File: src/dttf_consts.vh
`ifndef DTTF_CONSTS_VH
`define DTTF_CONSTS_VH

// clock and time base
`define DTTF_CLK_PERIOD_PS   4000
`define DTTF_US_PS           1000000
`define DTTF_US_CYCLES       (`DTTF_US_PS / `DTTF_CLK_PERIOD_PS)

// ticket formats
`define DTTF_FMT_STATUS      2'h0
`define DTTF_FMT_MULTI_SHORT 2'h1
`define DTTF_FMT_MULTI_FULL  2'h2
`define DTTF_LEN_STATUS      6'h1f
`define DTTF_LEN_MULTI_SHORT 6'h1d
`define DTTF_LEN_MULTI_FULL  6'h31
`define DTTF_WORD_TIME       6'h00
`define DTTF_WORD_ZERO       6'h08

// error codes
`define DTTF_ERR_NONE        8'h00
`define DTTF_ERR_OVER_TEMP   8'h10
`define DTTF_ERR_UNDER_VOLT  8'h11
`define DTTF_ERR_OVER_VOLT   8'h12
`define DTTF_ERR_OVER_SPEED  8'h13
`define DTTF_ERR_POS_SOFT    8'h14
`define DTTF_ERR_NEG_SOFT    8'h15
`define DTTF_ERR_NEG_SWITCH  8'h16
`define DTTF_ERR_POS_SWITCH  8'h17
`define DTTF_ERR_HOME_TMO    8'h19
`define DTTF_ERR_SENSOR      8'h1a
`define DTTF_ERR_STAGE       8'h1b
`define DTTF_ERR_WDOG        8'h1c
`define DTTF_ERR_INDEX_DIST  8'h32

// fault thresholds, units as delivered by the measurement logic
`define DTTF_TEMP_MAX_DECI   32'sd850
`define DTTF_VOLT_MIN_MV     32'sd10000
`define DTTF_VOLT_MAX_MV     32'sd30000
`define DTTF_SPEED_MAX_RPM   32'sd2000
`define DTTF_INDEX_MIN_DECI  16'h0032

// host commands and objects
`define DTTF_SYS_CLR_ERR     8'h05
`define DTTF_OBJ_MAIN_ERR    8'h03
`define DTTF_OBJ_SUB_ERR     8'h04

// long timeouts in microseconds
`define DTTF_HOME_TMO_US     300000000
`define DTTF_WDOG_TMO_US     100000

`endif

File: src/dttf_err_mem.v
`timescale 1ns/1ps
// small ring store of recent error codes, registered read data
module dttf_err_mem #(
  parameter AW = 3,
  parameter DW = 8
) (
  input  wire          clk_in,
  input  wire          wr_en_in,
  input  wire [AW-1:0] wr_addr_in,
  input  wire [DW-1:0] wr_data_in,
  input  wire [AW-1:0] rd_addr_in,
  output reg  [DW-1:0] rd_data_out
);
  reg [DW-1:0] mem_r [0:(1<<AW)-1];

  always @(posedge clk_in) begin
    if (wr_en_in) begin
      mem_r[wr_addr_in] <= wr_data_in;
    end
    rd_data_out <= mem_r[rd_addr_in];
  end
endmodule

File: src/dttf_framer.v
// How it works
// - status ticket is 31 words: time, drive readings, slave positions
// - multi-axis tickets only go out while this drive is chain master
// - short multi-axis ticket: time, 9 positions, 9 modes, 9 states, temp
// - full multi-axis ticket: 49 words, five groups of nine, three temps
// - recent error codes kept in a store the host can read back
// - board temperature above 85 C disables motor, records code 16
// - supply below 10 V disables motor, saves states, records code 17
// - supply above 30 V disables motor, records code 18
// - speed above 2000 RPM brakes motor, records code 19
// - software position limits stop motor, record code 20 or 21
// - referenced axis limit switches record 22 negative, 23 positive
// - limit switch search without a hit in 300 s records code 25
// - failed position sensor calibration check records code 26
// - power stage undervoltage or overtemperature records code 27
// - enabled watchdog not reset by host records 28, motor off
// - limit switch under 5 degrees from index pulse records code 50
// - system command mode 5 clears the last-error record
// - last error readable as object 3.4; writing 0 there clears it
`timescale 1ns/1ps
`include "dttf_consts.vh"
module dttf_framer #(
  parameter HOME_TMO_US = `DTTF_HOME_TMO_US,
  parameter WDOG_TMO_US = `DTTF_WDOG_TMO_US,
  parameter HIST_AW     = 3
) (
  input  wire               CORE_CLK_IN,
  input  wire               SYS_RST_IN,
  input  wire               TICKET_REQ_IN,
  input  wire [1:0]         TICKET_FMT_IN,
  input  wire               CAN_MASTER_IN,
  input  wire [31:0]        WORD_DATA_IN,
  input  wire               TX_READY_IN,
  input  wire signed [31:0] BOARD_TEMP_IN,
  input  wire signed [31:0] SUPPLY_MV_IN,
  input  wire signed [31:0] SPEED_RPM_IN,
  input  wire               POS_SOFT_LIM_IN,
  input  wire               NEG_SOFT_LIM_IN,
  input  wire               POS_SWITCH_IN,
  input  wire               NEG_SWITCH_IN,
  input  wire               REF_SWITCH_CFG_IN,
  input  wire               AXIS_REFERENCED_IN,
  input  wire               HOME_SEARCH_IN,
  input  wire               CALIB_FAIL_IN,
  input  wire               STAGE_FAULT_IN,
  input  wire               WDOG_EN_IN,
  input  wire               WDOG_KICK_IN,
  input  wire [15:0]        INDEX_DIST_IN,
  input  wire               INDEX_DIST_VALID_IN,
  input  wire               SYS_CMD_VALID_IN,
  input  wire [7:0]         SYS_CMD_MODE_IN,
  input  wire               OBJ_READ_IN,
  input  wire               OBJ_WRITE_IN,
  input  wire [7:0]         OBJ_MAIN_IN,
  input  wire [7:0]         OBJ_SUB_IN,
  input  wire [31:0]        OBJ_WDATA_IN,
  input  wire [HIST_AW-1:0] HIST_IDX_IN,
  output reg                BUSY_OUT,
  output reg                TICKET_REJECT_OUT,
  output reg  [1:0]         WORD_FMT_OUT,
  output reg  [5:0]         WORD_IDX_OUT,
  output reg  [7:0]         TX_DATA_OUT,
  output reg                TX_VALID_OUT,
  output reg                TX_LAST_OUT,
  output reg                MOTOR_DISABLE_OUT,
  output reg                MOTOR_BRAKE_OUT,
  output reg                MOTOR_STOP_OUT,
  output reg                SAVE_STATE_OUT,
  output reg                ERROR_EVENT_OUT,
  output reg  [7:0]         LAST_ERROR_OUT,
  output reg  [31:0]        OBJ_RDATA_OUT,
  output reg                OBJ_RVALID_OUT,
  output wire [7:0]         HIST_DATA_OUT,
  output reg  [HIST_AW-1:0] HIST_NEXT_OUT
);
  localparam NC = 13;
  localparam [3:0] S_IDLE = 4'h1;
  localparam [3:0] S_SEL  = 4'h2;
  localparam [3:0] S_LOAD = 4'h4;
  localparam [3:0] S_SEND = 4'h8;
  localparam integer US_CYC = `DTTF_US_CYCLES;

  // condition slot to error code
  function [7:0] code_of;
    input [3:0] slot;
    begin
      case (slot)
        4'h0:    code_of = `DTTF_ERR_OVER_TEMP;
        4'h1:    code_of = `DTTF_ERR_UNDER_VOLT;
        4'h2:    code_of = `DTTF_ERR_OVER_VOLT;
        4'h3:    code_of = `DTTF_ERR_OVER_SPEED;
        4'h4:    code_of = `DTTF_ERR_POS_SOFT;
        4'h5:    code_of = `DTTF_ERR_NEG_SOFT;
        4'h6:    code_of = `DTTF_ERR_NEG_SWITCH;
        4'h7:    code_of = `DTTF_ERR_POS_SWITCH;
        4'h8:    code_of = `DTTF_ERR_HOME_TMO;
        4'h9:    code_of = `DTTF_ERR_SENSOR;
        4'ha:    code_of = `DTTF_ERR_STAGE;
        4'hb:    code_of = `DTTF_ERR_WDOG;
        4'hc:    code_of = `DTTF_ERR_INDEX_DIST;
        default: code_of = `DTTF_ERR_NONE;
      endcase
    end
  endfunction

  function [5:0] len_of;
    input [1:0] fmt;
    begin
      case (fmt)
        `DTTF_FMT_MULTI_SHORT: len_of = `DTTF_LEN_MULTI_SHORT;
        `DTTF_FMT_MULTI_FULL:  len_of = `DTTF_LEN_MULTI_FULL;
        default:               len_of = `DTTF_LEN_STATUS;
      endcase
    end
  endfunction

  // pin-level inputs pass two flops before use
  reg [4:0] pin_m_r;
  reg [4:0] pin_s_r;
  always @(posedge CORE_CLK_IN) begin
    if (SYS_RST_IN) begin
      pin_m_r <= 5'h00;
      pin_s_r <= 5'h00;
    end else begin
      pin_m_r <= {STAGE_FAULT_IN, POS_SWITCH_IN, NEG_SWITCH_IN,
                  POS_SOFT_LIM_IN, NEG_SOFT_LIM_IN};
      pin_s_r <= pin_m_r;
    end
  end

  // microsecond time base, shared by ticket time word and timeouts
  reg  [7:0]  us_div_r;
  reg  [31:0] time_us_r;
  wire        us_tick = (us_div_r == US_CYC[7:0] - 8'h01);
  always @(posedge CORE_CLK_IN) begin
    if (SYS_RST_IN) begin
      us_div_r  <= 8'h00;
      time_us_r <= 32'h0000_0000;
    end else if (us_tick) begin
      us_div_r  <= 8'h00;
      time_us_r <= time_us_r + 32'h0000_0001;
    end else begin
      us_div_r  <= us_div_r + 8'h01;
    end
  end

  // ticket sequencer
  reg [3:0]  st_r;
  reg [5:0]  len_r;
  reg [31:0] stamp_r;
  reg [31:0] shift_r;
  reg [1:0]  byte_r;
  wire       tx_take = TX_VALID_OUT && TX_READY_IN;
  wire       last_wd = (WORD_IDX_OUT == len_r - 6'h01);
  wire       fmt_multi = (TICKET_FMT_IN == `DTTF_FMT_MULTI_SHORT) ||
                         (TICKET_FMT_IN == `DTTF_FMT_MULTI_FULL);
  always @(posedge CORE_CLK_IN) begin
    if (SYS_RST_IN) begin
      st_r              <= S_IDLE;
      len_r             <= `DTTF_LEN_STATUS;
      stamp_r           <= 32'h0000_0000;
      shift_r           <= 32'h0000_0000;
      byte_r            <= 2'h0;
      BUSY_OUT          <= 1'b0;
      TICKET_REJECT_OUT <= 1'b0;
      WORD_FMT_OUT      <= `DTTF_FMT_STATUS;
      WORD_IDX_OUT      <= 6'h00;
      TX_DATA_OUT       <= 8'h00;
      TX_VALID_OUT      <= 1'b0;
      TX_LAST_OUT       <= 1'b0;
    end else begin
      TICKET_REJECT_OUT <= 1'b0;
      case (st_r)
        S_IDLE: begin
          if (TICKET_REQ_IN) begin
            if ((fmt_multi && !CAN_MASTER_IN) || TICKET_FMT_IN == 2'h3) begin
              TICKET_REJECT_OUT <= 1'b1;
            end else begin
              len_r        <= len_of(TICKET_FMT_IN);
              WORD_FMT_OUT <= TICKET_FMT_IN;
              WORD_IDX_OUT <= 6'h00;
              stamp_r      <= time_us_r;
              BUSY_OUT     <= 1'b1;
              st_r         <= S_SEL;
            end
          end
        end
        S_SEL: begin
          // source answers one cycle after the index settles
          st_r <= S_LOAD;
        end
        S_LOAD: begin
          if (WORD_IDX_OUT == `DTTF_WORD_TIME) begin
            shift_r <= stamp_r;
          end else if (WORD_FMT_OUT == `DTTF_FMT_STATUS &&
                       WORD_IDX_OUT == `DTTF_WORD_ZERO) begin
            shift_r <= 32'h0000_0000;
          end else begin
            shift_r <= WORD_DATA_IN;
          end
          byte_r       <= 2'h0;
          TX_VALID_OUT <= 1'b1;
          TX_LAST_OUT  <= 1'b0;
          TX_DATA_OUT  <= (WORD_IDX_OUT == `DTTF_WORD_TIME) ? stamp_r[7:0] :
                          (WORD_FMT_OUT == `DTTF_FMT_STATUS &&
                           WORD_IDX_OUT == `DTTF_WORD_ZERO) ? 8'h00 :
                          WORD_DATA_IN[7:0];
          st_r         <= S_SEND;
        end
        S_SEND: begin
          if (tx_take) begin
            if (byte_r == 2'h3) begin
              TX_VALID_OUT <= 1'b0;
              TX_LAST_OUT  <= 1'b0;
              if (last_wd) begin
                BUSY_OUT <= 1'b0;
                st_r     <= S_IDLE;
              end else begin
                WORD_IDX_OUT <= WORD_IDX_OUT + 6'h01;
                st_r         <= S_SEL;
              end
            end else begin
              byte_r      <= byte_r + 2'h1;
              shift_r     <= {8'h00, shift_r[31:8]};
              TX_DATA_OUT <= shift_r[15:8];
              TX_LAST_OUT <= last_wd && (byte_r == 2'h2);
            end
          end
        end
        default: begin
          st_r <= S_IDLE;
        end
      endcase
    end
  end

  // watchdog and search timers in microseconds
  reg [31:0] wdog_cnt_r;
  reg [31:0] home_cnt_r;
  reg        wdog_exp_r;
  reg        home_exp_r;
  always @(posedge CORE_CLK_IN) begin
    if (SYS_RST_IN) begin
      wdog_cnt_r <= 32'h0000_0000;
      home_cnt_r <= 32'h0000_0000;
      wdog_exp_r <= 1'b0;
      home_exp_r <= 1'b0;
    end else begin
      if (!WDOG_EN_IN || WDOG_KICK_IN) begin
        wdog_cnt_r <= 32'h0000_0000;
        wdog_exp_r <= 1'b0;
      end else if (us_tick && !wdog_exp_r) begin
        wdog_cnt_r <= wdog_cnt_r + 32'h0000_0001;
        wdog_exp_r <= (wdog_cnt_r == WDOG_TMO_US - 1);
      end
      if (!HOME_SEARCH_IN || pin_s_r[2] || pin_s_r[3]) begin
        home_cnt_r <= 32'h0000_0000;
        home_exp_r <= 1'b0;
      end else if (us_tick && !home_exp_r) begin
        home_cnt_r <= home_cnt_r + 32'h0000_0001;
        home_exp_r <= (home_cnt_r == HOME_TMO_US - 1);
      end
    end
  end

  // fault conditions, one slot per error code
  wire          ref_sw = REF_SWITCH_CFG_IN && AXIS_REFERENCED_IN;
  wire [NC-1:0] cond;
  assign cond[0]  = BOARD_TEMP_IN > `DTTF_TEMP_MAX_DECI;
  assign cond[1]  = SUPPLY_MV_IN < `DTTF_VOLT_MIN_MV;
  assign cond[2]  = SUPPLY_MV_IN > `DTTF_VOLT_MAX_MV;
  assign cond[3]  = (SPEED_RPM_IN > `DTTF_SPEED_MAX_RPM) ||
                    (SPEED_RPM_IN < -`DTTF_SPEED_MAX_RPM);
  assign cond[4]  = pin_s_r[1];
  assign cond[5]  = pin_s_r[0];
  assign cond[6]  = ref_sw && pin_s_r[2];
  assign cond[7]  = ref_sw && pin_s_r[3];
  assign cond[8]  = home_exp_r;
  assign cond[9]  = CALIB_FAIL_IN;
  assign cond[10] = pin_s_r[4];
  assign cond[11] = wdog_exp_r;
  assign cond[12] = INDEX_DIST_VALID_IN &&
                    (INDEX_DIST_IN < `DTTF_INDEX_MIN_DECI);

  // level faults record once per rising edge; queued so none is lost
  reg  [NC-1:0] prev_r;
  reg  [NC-1:0] pend_r;
  wire [NC-1:0] rise = cond & ~prev_r;
  wire [NC-1:0] pick = pend_r & (~pend_r + {{(NC-1){1'b0}}, 1'b1});
  reg  [3:0]    pick_slot;
  integer       k;
  always @* begin
    pick_slot = 4'hf;
    for (k = NC - 1; k >= 0; k = k - 1) begin
      if (pick[k]) begin
        pick_slot = k[3:0];
      end
    end
  end

  wire clr_cmd = (SYS_CMD_VALID_IN && SYS_CMD_MODE_IN == `DTTF_SYS_CLR_ERR) ||
                 (OBJ_WRITE_IN && OBJ_MAIN_IN == `DTTF_OBJ_MAIN_ERR &&
                  OBJ_SUB_IN == `DTTF_OBJ_SUB_ERR &&
                  OBJ_WDATA_IN == 32'h0000_0000);
  wire rec = (pend_r != {NC{1'b0}});
  wire [7:0] rec_code = code_of(pick_slot);

  always @(posedge CORE_CLK_IN) begin
    if (SYS_RST_IN) begin
      prev_r            <= {NC{1'b0}};
      pend_r            <= {NC{1'b0}};
      MOTOR_DISABLE_OUT <= 1'b0;
      MOTOR_BRAKE_OUT   <= 1'b0;
      MOTOR_STOP_OUT    <= 1'b0;
      SAVE_STATE_OUT    <= 1'b0;
      ERROR_EVENT_OUT   <= 1'b0;
      LAST_ERROR_OUT    <= `DTTF_ERR_NONE;
      HIST_NEXT_OUT     <= {HIST_AW{1'b0}};
      OBJ_RDATA_OUT     <= 32'h0000_0000;
      OBJ_RVALID_OUT    <= 1'b0;
    end else begin
      prev_r          <= cond;
      pend_r          <= (pend_r & ~pick) | rise;
      SAVE_STATE_OUT  <= rise[1];
      ERROR_EVENT_OUT <= rec;
      if (rise[0] || rise[1] || rise[2] || rise[11]) begin
        MOTOR_DISABLE_OUT <= 1'b1;
      end else if (clr_cmd) begin
        MOTOR_DISABLE_OUT <= 1'b0;
      end
      if (rise[3]) begin
        MOTOR_BRAKE_OUT <= 1'b1;
      end else if (clr_cmd) begin
        MOTOR_BRAKE_OUT <= 1'b0;
      end
      if (rise[4] || rise[5]) begin
        MOTOR_STOP_OUT <= 1'b1;
      end else if (clr_cmd) begin
        MOTOR_STOP_OUT <= 1'b0;
      end
      if (rec) begin
        LAST_ERROR_OUT <= rec_code;
        HIST_NEXT_OUT  <= HIST_NEXT_OUT + {{(HIST_AW-1){1'b0}}, 1'b1};
      end else if (clr_cmd) begin
        LAST_ERROR_OUT <= `DTTF_ERR_NONE;
      end
      OBJ_RVALID_OUT <= OBJ_READ_IN;
      if (OBJ_READ_IN) begin
        OBJ_RDATA_OUT <= (OBJ_MAIN_IN == `DTTF_OBJ_MAIN_ERR &&
                          OBJ_SUB_IN == `DTTF_OBJ_SUB_ERR) ?
                         {24'h00_0000, LAST_ERROR_OUT} : 32'h0000_0000;
      end
    end
  end

  dttf_err_mem #(
    .AW (HIST_AW),
    .DW (8)
  ) u_hist (
    .clk_in      (CORE_CLK_IN),
    .wr_en_in    (rec),
    .wr_addr_in  (HIST_NEXT_OUT),
    .wr_data_in  (rec_code),
    .rd_addr_in  (HIST_IDX_IN),
    .rd_data_out (HIST_DATA_OUT)
  );
endmodule

File: config.mk
export PLATFORM = sky130hd
export DESIGN_NAME = dttf_framer
export DESIGN_NICKNAME = d
export VERILOG_FILES = /design/src/dttf_err_mem.v /design/src/dttf_framer.v
export VERILOG_INCLUDE_DIRS = /design/src
export SDC_FILE = /design/constraint.sdc
export NUM_CORES = 1
export LEC_CHECK = 0
export BUFFER_PORTS_ARGS = -buffer_cell sky130_fd_sc_hd__buf_4
export CORE_MARGIN = 4
export CORE_UTILIZATION = 56
export CTS_BUF_LIST = sky130_fd_sc_hd__clkbuf_2
export CTS_CLUSTER_DIAMETER = 150
export CTS_CLUSTER_SIZE = 28
export DETAILED_ROUTE_END_ITERATION = 16
export PLACE_DENSITY = 0.85
export SKIP_CTS_REPAIR_TIMING = 1
export SLEW_MARGIN = 15
export SYNTH_ARGS = -nofsm -noshare
export SYNTH_HDL_FRONTEND = slang
export SYNTH_SLANG_ARGS = --single-unit
File: constraint.sdc
create_clock -name CORE_CLK_IN -period 2.6 [get_ports CORE_CLK_IN]
set_input_delay 0.39 -clock CORE_CLK_IN [delete_from_list [all_inputs] [get_ports CORE_CLK_IN]]
set_output_delay 0.39 -clock CORE_CLK_IN [all_outputs]
set_load 0.01 [all_outputs]
==> results of run 1 <==
-- cell type report --
| type | instances | area, um2 | area share |
|---|---|---|---|
| tap | 319 | 399 | 0.0243 |
| sequential | 302 | 6530 | 0.397 |
| timing repair buffer | 358 | 2860 | 0.174 |
| clock inverter | 1 | 8.76 | 0.000532 |
| clock buffer | 19 | 95.1 | 0.00578 |
| antenna | 1 | 2.50 | 0.000152 |
| multi-input combinational | 1054 | 6450 | 0.392 |
| inverter | 28 | 105 | 0.00639 |
-- per-stage QoR --
stage                     hold WS (ps)  power [mW]   util  instances
after floorplan                    393        5.50      -       1497
after global placement             405        5.94  0.669       2007
after detailed placement           422        5.98  0.669       2007
after CTS                         -384        7.45  0.673       2027
after global routing             -6.30        7.78  0.697       2082
final                             29.4        7.47  0.697       2082
-- state kept, by name, indices dropped and copies added (netlist names), 8 cells and up --
name          cells
shift_r          25
wdog_cnt_r       32
time_us_r        32
pend_r           13
u_hist.mem_r     48
prev_r           13
stamp_r          32
home_cnt_r       32
us_div_r          8
-- cell families (layout without fill, tap and decap cells) --
family,after synthesis,in the layout
simple gates,665,665
flops,302,302
compound gates,247,247
buf+inv,141,406
xor+xnor,73,73
mux,24,24
fa+ha+maj,15,15
other cells,1,31
-- where the power goes --
group | internal, mW | total [mW] | switching [mW]
registers | 4.95 | 5.03 | 0.0808
logic | 0.491 | 0.953 | 0.462
clock network | 0.194 | 1.48 | 1.29
total | 5.64 | 7.47 | 1.83
-- worst reg2reg max path: cells and delay by family, from the launching register on --
family	cells	cell delay, ps
compound gates	1	140
fa+ha+maj	1	190
simple gates	4	1520
flops	1	480
-- how the worst max path moves through the flow --
stage | from | end | slack [ps] | depth (start not counted)
2_1_floorplan | pend_r[1] | LAST_ERROR_OUT[1] | 470 | 8
3_3_place_gp | pend_r[1] | u_hist.mem_r[4][1] | 290 | 7
3_5_place_dp | pend_r[1] | u_hist.mem_r[5][1] | 120 | 7
4_1_cts | pend_r[1] | u_hist.mem_r[5][1] | 20 | 7
5_1_grt | SPEED_RPM_IN[7] | MOTOR_BRAKE_OUT | 40 | 10
6_report | SPEED_RPM_IN[7] | MOTOR_BRAKE_OUT | 50 | 10
-- placed cells by master (no fill, tap or decap), types with 5 or more instances in the layout --
cell                              n
sky130_fd_sc_hd__buf_4          301
sky130_fd_sc_hd__dfxtp_1        254
sky130_fd_sc_hd__nand2_1        156
sky130_fd_sc_hd__nor2_1         145
sky130_fd_sc_hd__a21oi_1        111
sky130_fd_sc_hd__dlygate4sd3_1   54
sky130_fd_sc_hd__nand3_1         52
sky130_fd_sc_hd__nor4_1          49
sky130_fd_sc_hd__edfxtp_1        48
sky130_fd_sc_hd__or3_1           46
sky130_fd_sc_hd__xnor2_1         39
sky130_fd_sc_hd__nand4_1         36
sky130_fd_sc_hd__xor2_1          34
sky130_fd_sc_hd__nor3_1          31
sky130_fd_sc_hd__conb_1          30
sky130_fd_sc_hd__o21ai_0         28
sky130_fd_sc_hd__inv_1           27
sky130_fd_sc_hd__a221oi_1        25
sky130_fd_sc_hd__nor2b_1         24
sky130_fd_sc_hd__and4_1          24
sky130_fd_sc_hd__and3_1          19
sky130_fd_sc_hd__clkbuf_2        19
sky130_fd_sc_hd__nand2b_1        17
sky130_fd_sc_hd__or4_1           16
sky130_fd_sc_hd__ha_1            15
sky130_fd_sc_hd__a22o_1          14
sky130_fd_sc_hd__mux4_2          12
sky130_fd_sc_hd__and2_1          10
sky130_fd_sc_hd__nor4b_1         10
sky130_fd_sc_hd__o31ai_1          9
sky130_fd_sc_hd__o211ai_1         9
sky130_fd_sc_hd__mux2_2           8
sky130_fd_sc_hd__a22oi_1          8
sky130_fd_sc_hd__a31oi_1          6
sky130_fd_sc_hd__o21a_1           5
sky130_fd_sc_hd__nand3b_1         5
sky130_fd_sc_hd__nand4b_1         5
-- per-layer routing --
metal  wire, um  vias up
met5          0        -
met4        433        0
met3       2340       46
met2      16800      416
met1      14900     5739
li1           -     5812
==> results.txt, run 1 <==
- Worst slack at placement: roughly 120 ps
- The net count of the finished layout is 1998.
* Max-slew headroom at the worst pin: 0.421
- Die boundary width: around 160 um
- Across all register-to-register paths, the minimum setup slack is approximately 240 ps.
- Counting cells, the worst reg-to-reg path comes to 6.
- Of the total synthesized cell area, the portion taken by XOR and XNOR cells is 0.0473.
* Buffer depth of the longest clock path: 3
* Source-to-sink clock delay at the later pin of the worst-skew pair: 840 ps
- After floorplanning, the core was divided into 56 placement rows.
- The root buffer cell chosen for the clock tree is sky130_fd_sc_hd__clkbuf_2.
* Vias after detailed routing: 12000
* Die Y: 163 um
- CTS built an H-tree with a depth of 1.
- Cell accounting for the most synthesized area: sky130_fd_sc_hd__dfxtp_1
- Detail-routed via count per cell: 5.77
- In this run the standard cell core region covers 23600 um2.
- Setup violations remaining at the end of the flow were counted as 0.
* Pin count of the biggest net entering global routing: between 100 and 150
- Detailed-route DRC error count: 0
- Cells taking the most area after synthesis: sky130_fd_sc_hd__dfxtp_1, sky130_fd_sc_hd__edfxtp_1, sky130_fd_sc_hd__nand2_1
- In this design, the stage delay of the slowest critical-path cell is a little over 600 ps.
- Max-cap violations in this run came to 0.
* Global-route track usage on met2: 0.398
- The cell area that synthesis handed to floorplanning was approximately 14000 um2.
- Yosys mapped a number of flops with a built-in enable equal to 48.
* Final antenna-violating net count: 0
- The startpoint identified for the worst hold timing path is WORD_DATA_IN[15].
- The run finished with clean final reports.
- For this design, the slowest cell found on the critical path is sky130_fd_sc_hd__dlygate4sd3_1.
* P_leak: 6.09 nW
- Fill cell total of the finished layout: roughly 1900
- Clock Sink Count: between 300 and 400
- Worst hold path endpoint: shift_r[15]
- The Yosys step of the flow raised 0 warnings.
* Final HPWL DP: between 20 and 30 mm
- Synthesis produced a netlist whose cell count is roughly 1500.
* Total global routing track utilization: 0.240
- Largest family of logic cells by synthesized area: simple AND/OR/NAND/NOR gates
- Leading cell types by count after synthesis: sky130_fd_sc_hd__dfxtp_1, sky130_fd_sc_hd__nand2_1, sky130_fd_sc_hd__nor2_1
* Element type at the critical path end: flip-flop
- Area enclosed by the die boundary: 26700 um2
* Crit Reg-Reg Startpoint: us_div_r[0]
- Highest net fanout along the worst path: 2
- Clock tree from TritonCTS: done
- Between clock sinks in the finished design, the worst skew comes to between 20 and 30 ps.
- Asr flop ratio synth: 0
- Type of the worst setup path: input port to flip-flop
- Count of distinct cell types in the synthesized netlist: 68
- Data arrives at the worst endpoint at 3360 ps.
* Number of detailed-routing iterations run before antenna repair: 6
- RePlAce Congestion: 0.992
* Number of buffers inserted by port buffering: 270
- Measured against the total synthesized area, the mux share comes to 0.0296.
* Hold Path Depth: 4
* Worst path required time: 3400 ps
- Buffers and inverters on the worst path: 5
- The initial utilization of the core area, before any placement, comes to 0.573.
- After global routing the overflow that remains totals 0.
- In the final routed layout, each cell accounts on average for roughly 17 um.
- Area fraction in compound gates after synthesis: 0.117
- Antenna violations before repair: 1
- In this run the count of I/O pins placed on the die edge is 302.
- Prevailing post-synth register cell: sky130_fd_sc_hd__dfxtp_1
* Total placed instance area: around 16000 um2
- The cell that appears most often on the critical path is sky130_fd_sc_hd__dlygate4sd3_1.
* Adder-cell area share of the yosys netlist: 0.0139
- Yosys reg bits: 302
- At the pin with the least slew margin, the transition time is 862 ps.
- The share of synthesized area in the top cell type comes to 0.376.
- Setup repair after global routing left no endpoint under its margin.
- The tightest min-delay check is of the input port to flip-flop type.
- Crit path cell chain: dlygate4sd3_1, buf_4, a21oi_1, dlygate4sd3_1, nand2_1, dlygate4sd3_1, nand3_1, nand3b_1, dlygate4sd3_1, a21oi_1
- Dominant delay contributor by cell family on the critical path: buffers and inverters
- In this run the power density over the cells is 454 nW/um2.
- Fraction of met3 tracks used by global routing: 0.0384
- Element type at the critical path start: input port
* Global-route wire length before repair: 53.8 mm
- The average instance in the mapped netlist occupies 9.22 um2.
- The finished cells cover 16400 um2.
- In this run, CTS created clock tree buffers numbering 14.
- Min cycle time layout: 2550 ps
- Number of violations reported at the end of detailed-routing iteration 0: 1052
- Proportion of synthesized chip area in sequential cells: 0.482
- Worst IR drop on VDD: 0.286 mV
- The via count of the first global-routing pass came to ~11000.
- Summed over all failing endpoints, the final setup total negative slack is 0 ps.
* Fraction of layout cells with a size suffix above 1: 0.205
* Final hold violation count: 0
* Tcrit/Tclk final: 0.982
- After clock tree synthesis, the clock-pin slew on the worst setup and hold paths is 480 ps.
- The final layout contains routed wiring with a total length of approximately 34 mm.
- Most Crowded Layer GR: met2
- Final count of pins violating max slew: 0
- Worst R2R End: home_cnt_r[26]
- F_max: just under 400 MHz
- Met1 track utilization from global routing: 0.338
- Least setup slack across all paths after layout: 46.5 ps
* Fraction of the mapped netlist area in simple logic gates: 0.259
- The most common cell in the synthesized netlist is sky130_fd_sc_hd__dfxtp_1.
* Area growth from synthesis to layout: 21.6%
Note: power is estimated with default switching activity, not from simulation.
==> run 2: changes to the inputs <==
--- a/config.mk
+++ b/config.mk
@@ -6,9 +6,10 @@
 export SDC_FILE = /design/constraint.sdc
 export NUM_CORES = 1
 export LEC_CHECK = 0
+export ABC_AREA = 1
 export BUFFER_PORTS_ARGS = -buffer_cell sky130_fd_sc_hd__buf_4
 export CORE_MARGIN = 4
-export CORE_UTILIZATION = 56
+export CORE_UTILIZATION = 57
 export CTS_BUF_LIST = sky130_fd_sc_hd__clkbuf_2
 export CTS_CLUSTER_DIAMETER = 150
 export CTS_CLUSTER_SIZE = 28
==> results.txt, run 2 <==
- Result of the run: finished with violations
* Violated checks: negative setup slack
- Type of the tightest min-delay check: input port to flip-flop
* Synthesized area per cell: 7.08 um2 (-23%)
- The startpoint identified for the worst register-to-register timing path is us_div_r[0].
- Vias after detailed routing: 15200 (+26%)
* Type of the worst setup path: input port to flip-flop
- The chip height came to 171 um (+4.6%).
* Final HPWL DP: 31.0 mm (+23%)
- The highest ir drop seen on vdd was 0.390 mV (+36%).
* Data arrival at the endpoint of the critical path: 3560 ps (+200 ps)
- Clock Sink Count: 302 (unchanged)
- The final layout net count came to 2695 (+35%).
* Element type at the critical path start: input port
- The cell count after placement was 2671 (+33%).
- The count of cells along the worst register-to-register path came to 10 (+4).
* Hold Path Depth: 6 (+2)
- Root buffer selected by CTS: sky130_fd_sc_hd__clkbuf_2
- The number of DRC markers after the initial detailed-route iteration was 1916 (+82%).
- The post-layout utilization of the core was 0.706 (+0.00908).
- TritonCTS built the clock tree.
* Total gr overflow: 0 (unchanged)
* Proportion of synthesized chip area in sequential cells: 0.431 (-0.0509)
- Core Area: 26100 um2 (+10%)
- Asr flop ratio synth: 0 (unchanged)
* Post-synth EDFFs: 48 (unchanged)
- The number of buffers created by CTS is 14 (unchanged).
- The number of routed nets with antenna violations was 0 (unchanged).
- The number of pins with negative max-slew slack in the final report is 0 (unchanged).
- Buffer depth of the longest clock path: 3 (unchanged)
* Maxcap violations: 0 (unchanged)
* Fraction of post-synthesis cell area in the top cell type by area: 0.336 (-0.0397)
* Number of buffers inserted by port buffering: 270 (unchanged)
- Total non-filler cell area in the finished layout: 18400 um2 (+12%)
- Clock transition time at the flip-flop clock pins of the worst setup and hold paths: 480 ps (about the same)
- Highest net fanout along the worst path: 6 (+4)
- The total standard cell area after synthesis is 15100 um2 (+12%).
* Most frequent cell after synthesis: sky130_fd_sc_hd__nand2_1
- Power spent charging and discharging nets: 2.22 mW (+21%)
- The static leakage was 7.29 nW (+20%).
* Antenna violations before repair: 1 (unchanged)
* F_max: 367 MHz (-6.3%)
- Number of flip-flops in the largest register: 48 (unchanged)
- The starting density of the core was 0.580 (+0.00748).
* Worst R2R End: home_cnt_r[20]
- The final non-filler cell total is 2795 (+34%).
* Tcrit/Tclk final: 1.05 (+0.0659)
- Yosys reg bits: 302 (unchanged)
- Cell accounting for the most synthesized area: sky130_fd_sc_hd__dfxtp_1
- Fraction of layout cells with a size suffix above 1: 0.139 (-0.0662)
* Via count of the first global-routing pass: 13300 (+19%)
* Actual transition at the worst max-transition pin: 733 ps (-129 ps)
- The proportion of power drawn by flip-flops and latches is 0.639 (-0.035).
- The count of distinct cell types in the synthesized netlist was 44 (-35%).
* Deepest level of the CTS H-tree: 1 (unchanged)
- I/O pin count: 302 (unchanged)
* Element type at the critical path end: flip-flop
- Prevailing post-synth register cell: sky130_fd_sc_hd__dfxtp_1
* Warnings, synthesis: 0 (unchanged)
- Per-cell routed wire length: 15.4 um (-7.0%)
- The overall power consumption is 8.09 mW (+8.4%).
- Area enclosed by the die boundary: 29200 um2 (+9.4%)
- Switching share of power: 0.274 (+0.0290)
- The growth of design area from synthesis to finish was 21.6% (about the same).
- The per-cell via count in the routed design is 5.44 (-5.8%).
* Worst hold path endpoint: pend_r[2]
- The clock latency at the later pin of the worst-skew pair was 860 ps (+20 ps).
- The normalized max-slew margin is 0.511 (+0.0902).
- Fill cell total of the finished layout: 2113 (+14%)
* Biggest register: u_hist.mem_r
- The total power per unit cell area came to 440 nW/um2 (-3.1%).
- Most frequent standard cell in the layout excluding fill and tap cells: sky130_fd_sc_hd__nand2_1
- Least setup slack across all paths after layout: -125 ps (-171 ps)
* Worst Clk Skew: 53.2 ps (+23.4 ps)
- The reg-to-reg setup timing slack came to 240 ps (about the same).
- The area after detailed placement is 17200 um2 (+9.2%).
- RePlAce Congestion: 0.977 (-1.5%)
- Instance count of the mapped netlist: 2137 (+46%)
- Int Pwr: 5.87 mW (+4.2%)
* Core Rows: 59 (+5.4%)
- The DRC violation count after routing is 0 (unchanged).
- Pin count of the biggest net entering global routing: 71 (-34%)
- The commonest cells after synthesis are sky130_fd_sc_hd__nand2_1, sky130_fd_sc_hd__nor2_1, sky130_fd_sc_hd__dfxtp_1.
- Total global routing track utilization: 0.264 (+0.0242)
* Final hold violation count: 0 (unchanged)
- Worst path required time: 3430 ps (+30 ps)
- Commonest cells after routing, fill and taps aside: sky130_fd_sc_hd__nand2_1, sky130_fd_sc_hd__nor2_1, sky130_fd_sc_hd__buf_4
- Min cycle time layout: 2720 ps (+171 ps)
- The setup slack after placement came to 237 ps (+119 ps).
- The first-pass GRT wire length was 64.3 mm (+19%).
- The die extent in x was 171 um (+4.6%).
- Number of detailed-routing iterations run before antenna repair: 6 (unchanged)
* Min-delay src: SUPPLY_MV_IN[4]
* Combinational power share: 0.173 (+0.045)
- The relative contribution of the clock network to total power came to 0.187 (-0.012).
* Overall routed net length: 43.0 mm (+25%)
- Cells taking the most area after synthesis: sky130_fd_sc_hd__dfxtp_1, sky130_fd_sc_hd__nand2_1, sky130_fd_sc_hd__edfxtp_1
* Final count of negative-setup-slack endpoints: 4 (+4)
run 2: changes by cell type after synthesis, moves of 41 or more:
cell,previous run,this run
sky130_fd_sc_hd__nand2_1,156,479
sky130_fd_sc_hd__nor2_1,145,333
sky130_fd_sc_hd__inv_1,27,186
sky130_fd_sc_hd__o21ai_0,28,135
sky130_fd_sc_hd__a21oi_1,111,191
sky130_fd_sc_hd__or3_1,46,0
sky130_fd_sc_hd__nor3_1,31,72
run 2: cell families after synthesis:
group	count (synthesis)	synth area share
and+or+nand+nor	1064	0.298
xor gates and xnor gates	68	0.0394
AOI/OAI and AO/OA	375	0.131
buffers and inverters	312	0.0877
DFF	302	0.431
adders and majority gates	15	0.0124
other	1	0.000248
run 2: metal layers:
metal / GRT usage / wire length [um] / vias up
met5: 0 / 0 / -
met4: 0.0475 / 782 / 0
met3: 0.0289 / 3220 / 78
met2: 0.434 / 20300 / 614
met1: 0.385 / 18700 / 6965
li1: - / - / 7534
run 2: layout make-up:
class                      count  area (um2)  area share
inverter                     193         724      0.0394
clock inverter                 1        8.76    0.000476
sequential                   302        6530       0.355
multi-input combinational   1553        7410       0.403
tap                          335         419      0.0228
clock buffer                  19        95.1     0.00517
antenna                        1        2.50    0.000136
timing repair buffer         391        3200       0.174
run 2: through the flow:
| stage | TNS, ps | hold WS (ps) |
|---|---|---|
| finish | -439 | 28.3 |
| global route | -596 | 18.3 |
| CTS | 0 | -426 |
| detailed placement | 0 | 397 |
| global placement | 0 | 394 |
| floorplan | 0 | 388 |
run 2: worst max path at each step:
stage               depth (start not counted)     startpoint  slack [ps]            endpoint
floorplan                                  10      pend_r[1]         670  u_hist.mem_r[0][1]
global placement                            9    us_div_r[0]         380      home_cnt_r[20]
detailed placement                         10    us_div_r[0]         240      home_cnt_r[20]
CTS                                        14      pend_r[0]         200   LAST_ERROR_OUT[1]
global route                               12  OBJ_SUB_IN[4]        -170    OBJ_RDATA_OUT[3]
finish                                     12  OBJ_SUB_IN[4]        -120    OBJ_RDATA_OUT[1]
run 2: worst max-delay path, cell delays in order:
cell and delay (ps):
sky130_fd_sc_hd__dlygate4sd3_1 540, sky130_fd_sc_hd__buf_4 140, sky130_fd_sc_hd__nor2_1 90, sky130_fd_sc_hd__dlygate4sd3_1 570, sky130_fd_sc_hd__nand2_1 50, sky130_fd_sc_hd__dlygate4sd3_1 560
sky130_fd_sc_hd__nor2_1 140, sky130_fd_sc_hd__nand2_1 80, sky130_fd_sc_hd__inv_1 190, sky130_fd_sc_hd__dlygate4sd3_1 610, sky130_fd_sc_hd__nand2_1 50, sky130_fd_sc_hd__a21oi_1 130
run 2: power by group through the flow:
stage                     Sequential (mW)  Combinational, mW  Clock [mW]
final                                5.18               1.40        1.52
after global placement               5.22               1.22           0
after detailed placement             5.23               1.26           0
after CTS                            5.17               1.26        1.56
after global routing                 5.21               1.55        1.73
after floorplan                      5.21              0.715           0
==> run 3: changes to the inputs <==
--- a/config.mk
+++ b/config.mk
@@ -8,13 +8,15 @@
 export LEC_CHECK = 0
 export ABC_AREA = 1
 export BUFFER_PORTS_ARGS = -buffer_cell sky130_fd_sc_hd__buf_4
+export CELL_PAD_IN_SITES_DETAIL_PLACEMENT = 1
+export CELL_PAD_IN_SITES_GLOBAL_PLACEMENT = 2
 export CORE_MARGIN = 4
-export CORE_UTILIZATION = 57
-export CTS_BUF_LIST = sky130_fd_sc_hd__clkbuf_2
+export CORE_UTILIZATION = 32
+export CTS_BUF_LIST = sky130_fd_sc_hd__clkbuf_4
 export CTS_CLUSTER_DIAMETER = 150
 export CTS_CLUSTER_SIZE = 28
 export DETAILED_ROUTE_END_ITERATION = 16
-export PLACE_DENSITY = 0.85
+export PLACE_DENSITY = 0.86
 export SKIP_CTS_REPAIR_TIMING = 1
 export SLEW_MARGIN = 15
 export SYNTH_ARGS = -nofsm -noshare
==> results.txt, run 3 (same netlist as run 2, synthesis figures left out) <==
* Element type at the critical path end: flip-flop
- Total placed instance area: 17600 um2 (+2.2%)
- The number of antenna violations at the first check in global routing came to 4 (+3).
- Tcrit/Tclk final: 0.890 (-0.158)
- Detail-routed via count per cell: 4.87 (-10%)
- The count of clock tree sinks was 302 (unchanged).
- The highest fanout seen on the critical path came to 9 (+3).
* Placed Cells: 2948 (+10%)
- The maximum number of pins on one net before global-route repair is 77 (+8.5%).
- Overall routed net length: 49.4 mm (+15%)
* Final count of pins violating max slew: 0 (unchanged)
- RePlAce Congestion: 0.873 (-11%)
- Clock tree from TritonCTS: done
- The proportion of layout cells with a drive suffix above 1 is 0.146 (+0.00722).
- Final hold violation count: 0 (unchanged)
- Ranked by flip-flop count, first place goes to u_hist.mem_r.
- The top achievable clock speed was 432 MHz (+18%).
- Detailed-route DRC error count: 0 (unchanged)
- Via count of the first global-routing pass: 15100 (+14%)
- The critical path goes through nor2_1, nand2_2, nor2_1, nand3_1, nand4_1, nor2_1, nand3_1, ha_1, inv_1, nand4_1.
* Core Rows: 79 (+34%)
- Number of buffers inserted by port buffering: 270 (unchanged)
* Area enclosed by the die boundary: 50800 um2 (+74%)
- The routed wirelength normalized by instance count was 16.4 um (+6.7%).
- The total power per unit cell area is 456 nW/um2 (+3.6%).
- Number of flip-flops in the largest register: 48 (unchanged)
- The final layout net count came to 2634 (-2.3%).
- The clock latency at the later pin of the worst-skew pair came to 730 ps (-130 ps).
- The number of routed nets with antenna violations is 0 (unchanged).
- The normalized max-slew margin is 0.420 (-0.0910).
* Final setup TNS: 0 ps (+439 ps)
- Deepest level of the CTS H-tree: 1 (unchanged)
* Buffers and inverters on the worst path: 1 (-5)
- Global-route wire length before repair: 78.6 mm (+22%)
- Root buffer selected by CTS: sky130_fd_sc_hd__clkbuf_4
- The core area was 46700 um2 (+79%).
- The starting density of the core is 0.324 (-0.256).
- The highest ir drop seen on vdd is 0.240 mV (-38%).
* Min cycle time layout: 2310 ps (-412 ps)
* Total global routing track utilization: 0.187 (-0.0778)
- Clock transition time at the flip-flop clock pins of the worst setup and hold paths: 280 ps (-200 ps)
- Die boundary width: 225 um (+32%)
* Largest stage delay, worst path: 440 ps (-170 ps)
- Worst Clk Skew: 46.3 ps (-6.84 ps)
- Data arrival at the endpoint of the critical path: 2630 ps (-930 ps)
- Final count of negative-setup-slack endpoints: 0 (-4)
- The cell that appears most often on the critical path is sky130_fd_sc_hd__nor2_1.
* Fill cell total of the finished layout: 5935 (+180%)
- The maximum clock path buffer count was 3 (unchanged).
- The library cells used most frequently in the layout, excluding fill and tap cells, are sky130_fd_sc_hd__nand2_1, sky130_fd_sc_hd__nor2_1, sky130_fd_sc_hd__buf_4.
- The final HPWL from detailed placement came to 38.3 mm (+24%).
* Final Non-Filler Cells: 3009 (+7.7%)
- Number of detailed-routing iterations run before antenna repair: 5 (-1)
- The min-delay analysis places its worst path in the category input port to flip-flop.
- The static leakage came to 7.08 nW (-2.9%).
- The flow ran to the end, and the final reports show no timing, DRC or antenna violations.
- On the critical path the largest part of the delay comes from simple AND/OR/NAND/NOR gates.
- I/O pin count: 302 (unchanged)
- Element type at the critical path start: flip-flop
- The total vias in the final route was 14600 (-3.6%).
- Total non-filler cell area in the finished layout: 18200 um2 (-1.2%)
- Worst path required time: 2910 ps (-520 ps)
- Number of violations reported at the end of detailed-routing iteration 0: 648 (-66%)
- RSZ-0062 raised after global routing: yes
- Most frequent standard cell in the layout excluding fill and tap cells: sky130_fd_sc_hd__nand2_1
- Compared with the post-synthesis result, the final layout area differs by 20.1%.
- Type of the worst setup path: flip-flop to flip-flop
- The total congestion overflow is 0 (unchanged).
* Critical path's slowest cell: sky130_fd_sc_hd__dfxtp_1
- The chip height is 225 um (+32%).
- The max-capacitance violation count is 0 (unchanged).
* Actual transition at the worst max-transition pin: 869 ps (+136 ps)
* Num CTS Buffers: 14 (unchanged)
[run 3: changes by cell type in the layout (fill, tap and decap cells not counted), sizes merged]
cell	before	now
clkinv	2	1
nor2	340	339
clkinvlp	0	1
clkbuf	19	20
dlygate4sd3	102	33
diode	1	3
buf	289	298
[run 3: final cells by class]
class                           count  area (um2)  share of cell area
Sequential cell                   302        6530               0.359
Inverter                          193         727              0.0400
Tap cell                          607         759              0.0418
Clock inverter                      1        7.51            0.000413
Antenna cell                        3        7.51            0.000413
Clock buffer                       20         150             0.00826
Timing Repair Buffer              331        2590               0.143
Multi-Input combinational cell   1552        7400               0.407
[run 3: stage by stage]
step	power [mW]	worst slack, ps	util	hold slack [ps]
3_3_place_gp	6.52	326	0.378	392
6_report	8.28	287	0.389	21.8
2_1_floorplan	5.93	671	-	388
3_5_place_dp	6.57	223	0.378	400
5_1_grt	8.75	-15.7	0.389	1.79
4_1_cts	8.38	180	0.381	-191
[run 3: worst reg2reg max path: stages, from the launching register on]
cell	delay, ps
sky130_fd_sc_hd__dfxtp_1	440
sky130_fd_sc_hd__nor2_1	80
sky130_fd_sc_hd__nand2_2	140
sky130_fd_sc_hd__nor2_1	100
sky130_fd_sc_hd__nand3_1	100
sky130_fd_sc_hd__nand4_1	100
sky130_fd_sc_hd__nor2_1	140
sky130_fd_sc_hd__nand3_1	140
sky130_fd_sc_hd__ha_1	220
sky130_fd_sc_hd__inv_1	70
sky130_fd_sc_hd__nand4_1	400
[run 3: where the power goes]
group	total [mW]	internal [mW]	switching (mW)
Combinational	1.36	0.585	0.774
Clock	1.77	0.351	1.42
Sequential	5.16	5.02	0.137
[run 3: metal layers]
metal | vias up | GRT usage | share of wire
met1 | 7017 | 0.264 | 0.48
met5 | - | 0 | 0.00026
li1 | 7414 | - | -
met3 | 35 | 0.0185 | 0.031
met4 | 2 | 0.0239 | 0.0091
met2 | 180 | 0.319 | 0.48
[run 3: worst paths after layout]
kind,start,end,slack (ps),depth (start not counted)
worst max-delay path,pend_r[2],u_hist.mem_r[1][4],290,10
worst min-delay path,WORD_DATA_IN[2],TX_DATA_OUT[2],20,5
worst max register to register,pend_r[2],u_hist.mem_r[1][4],290,10
worst min register to register,pin_m_r[2],pin_s_r[2],380,2
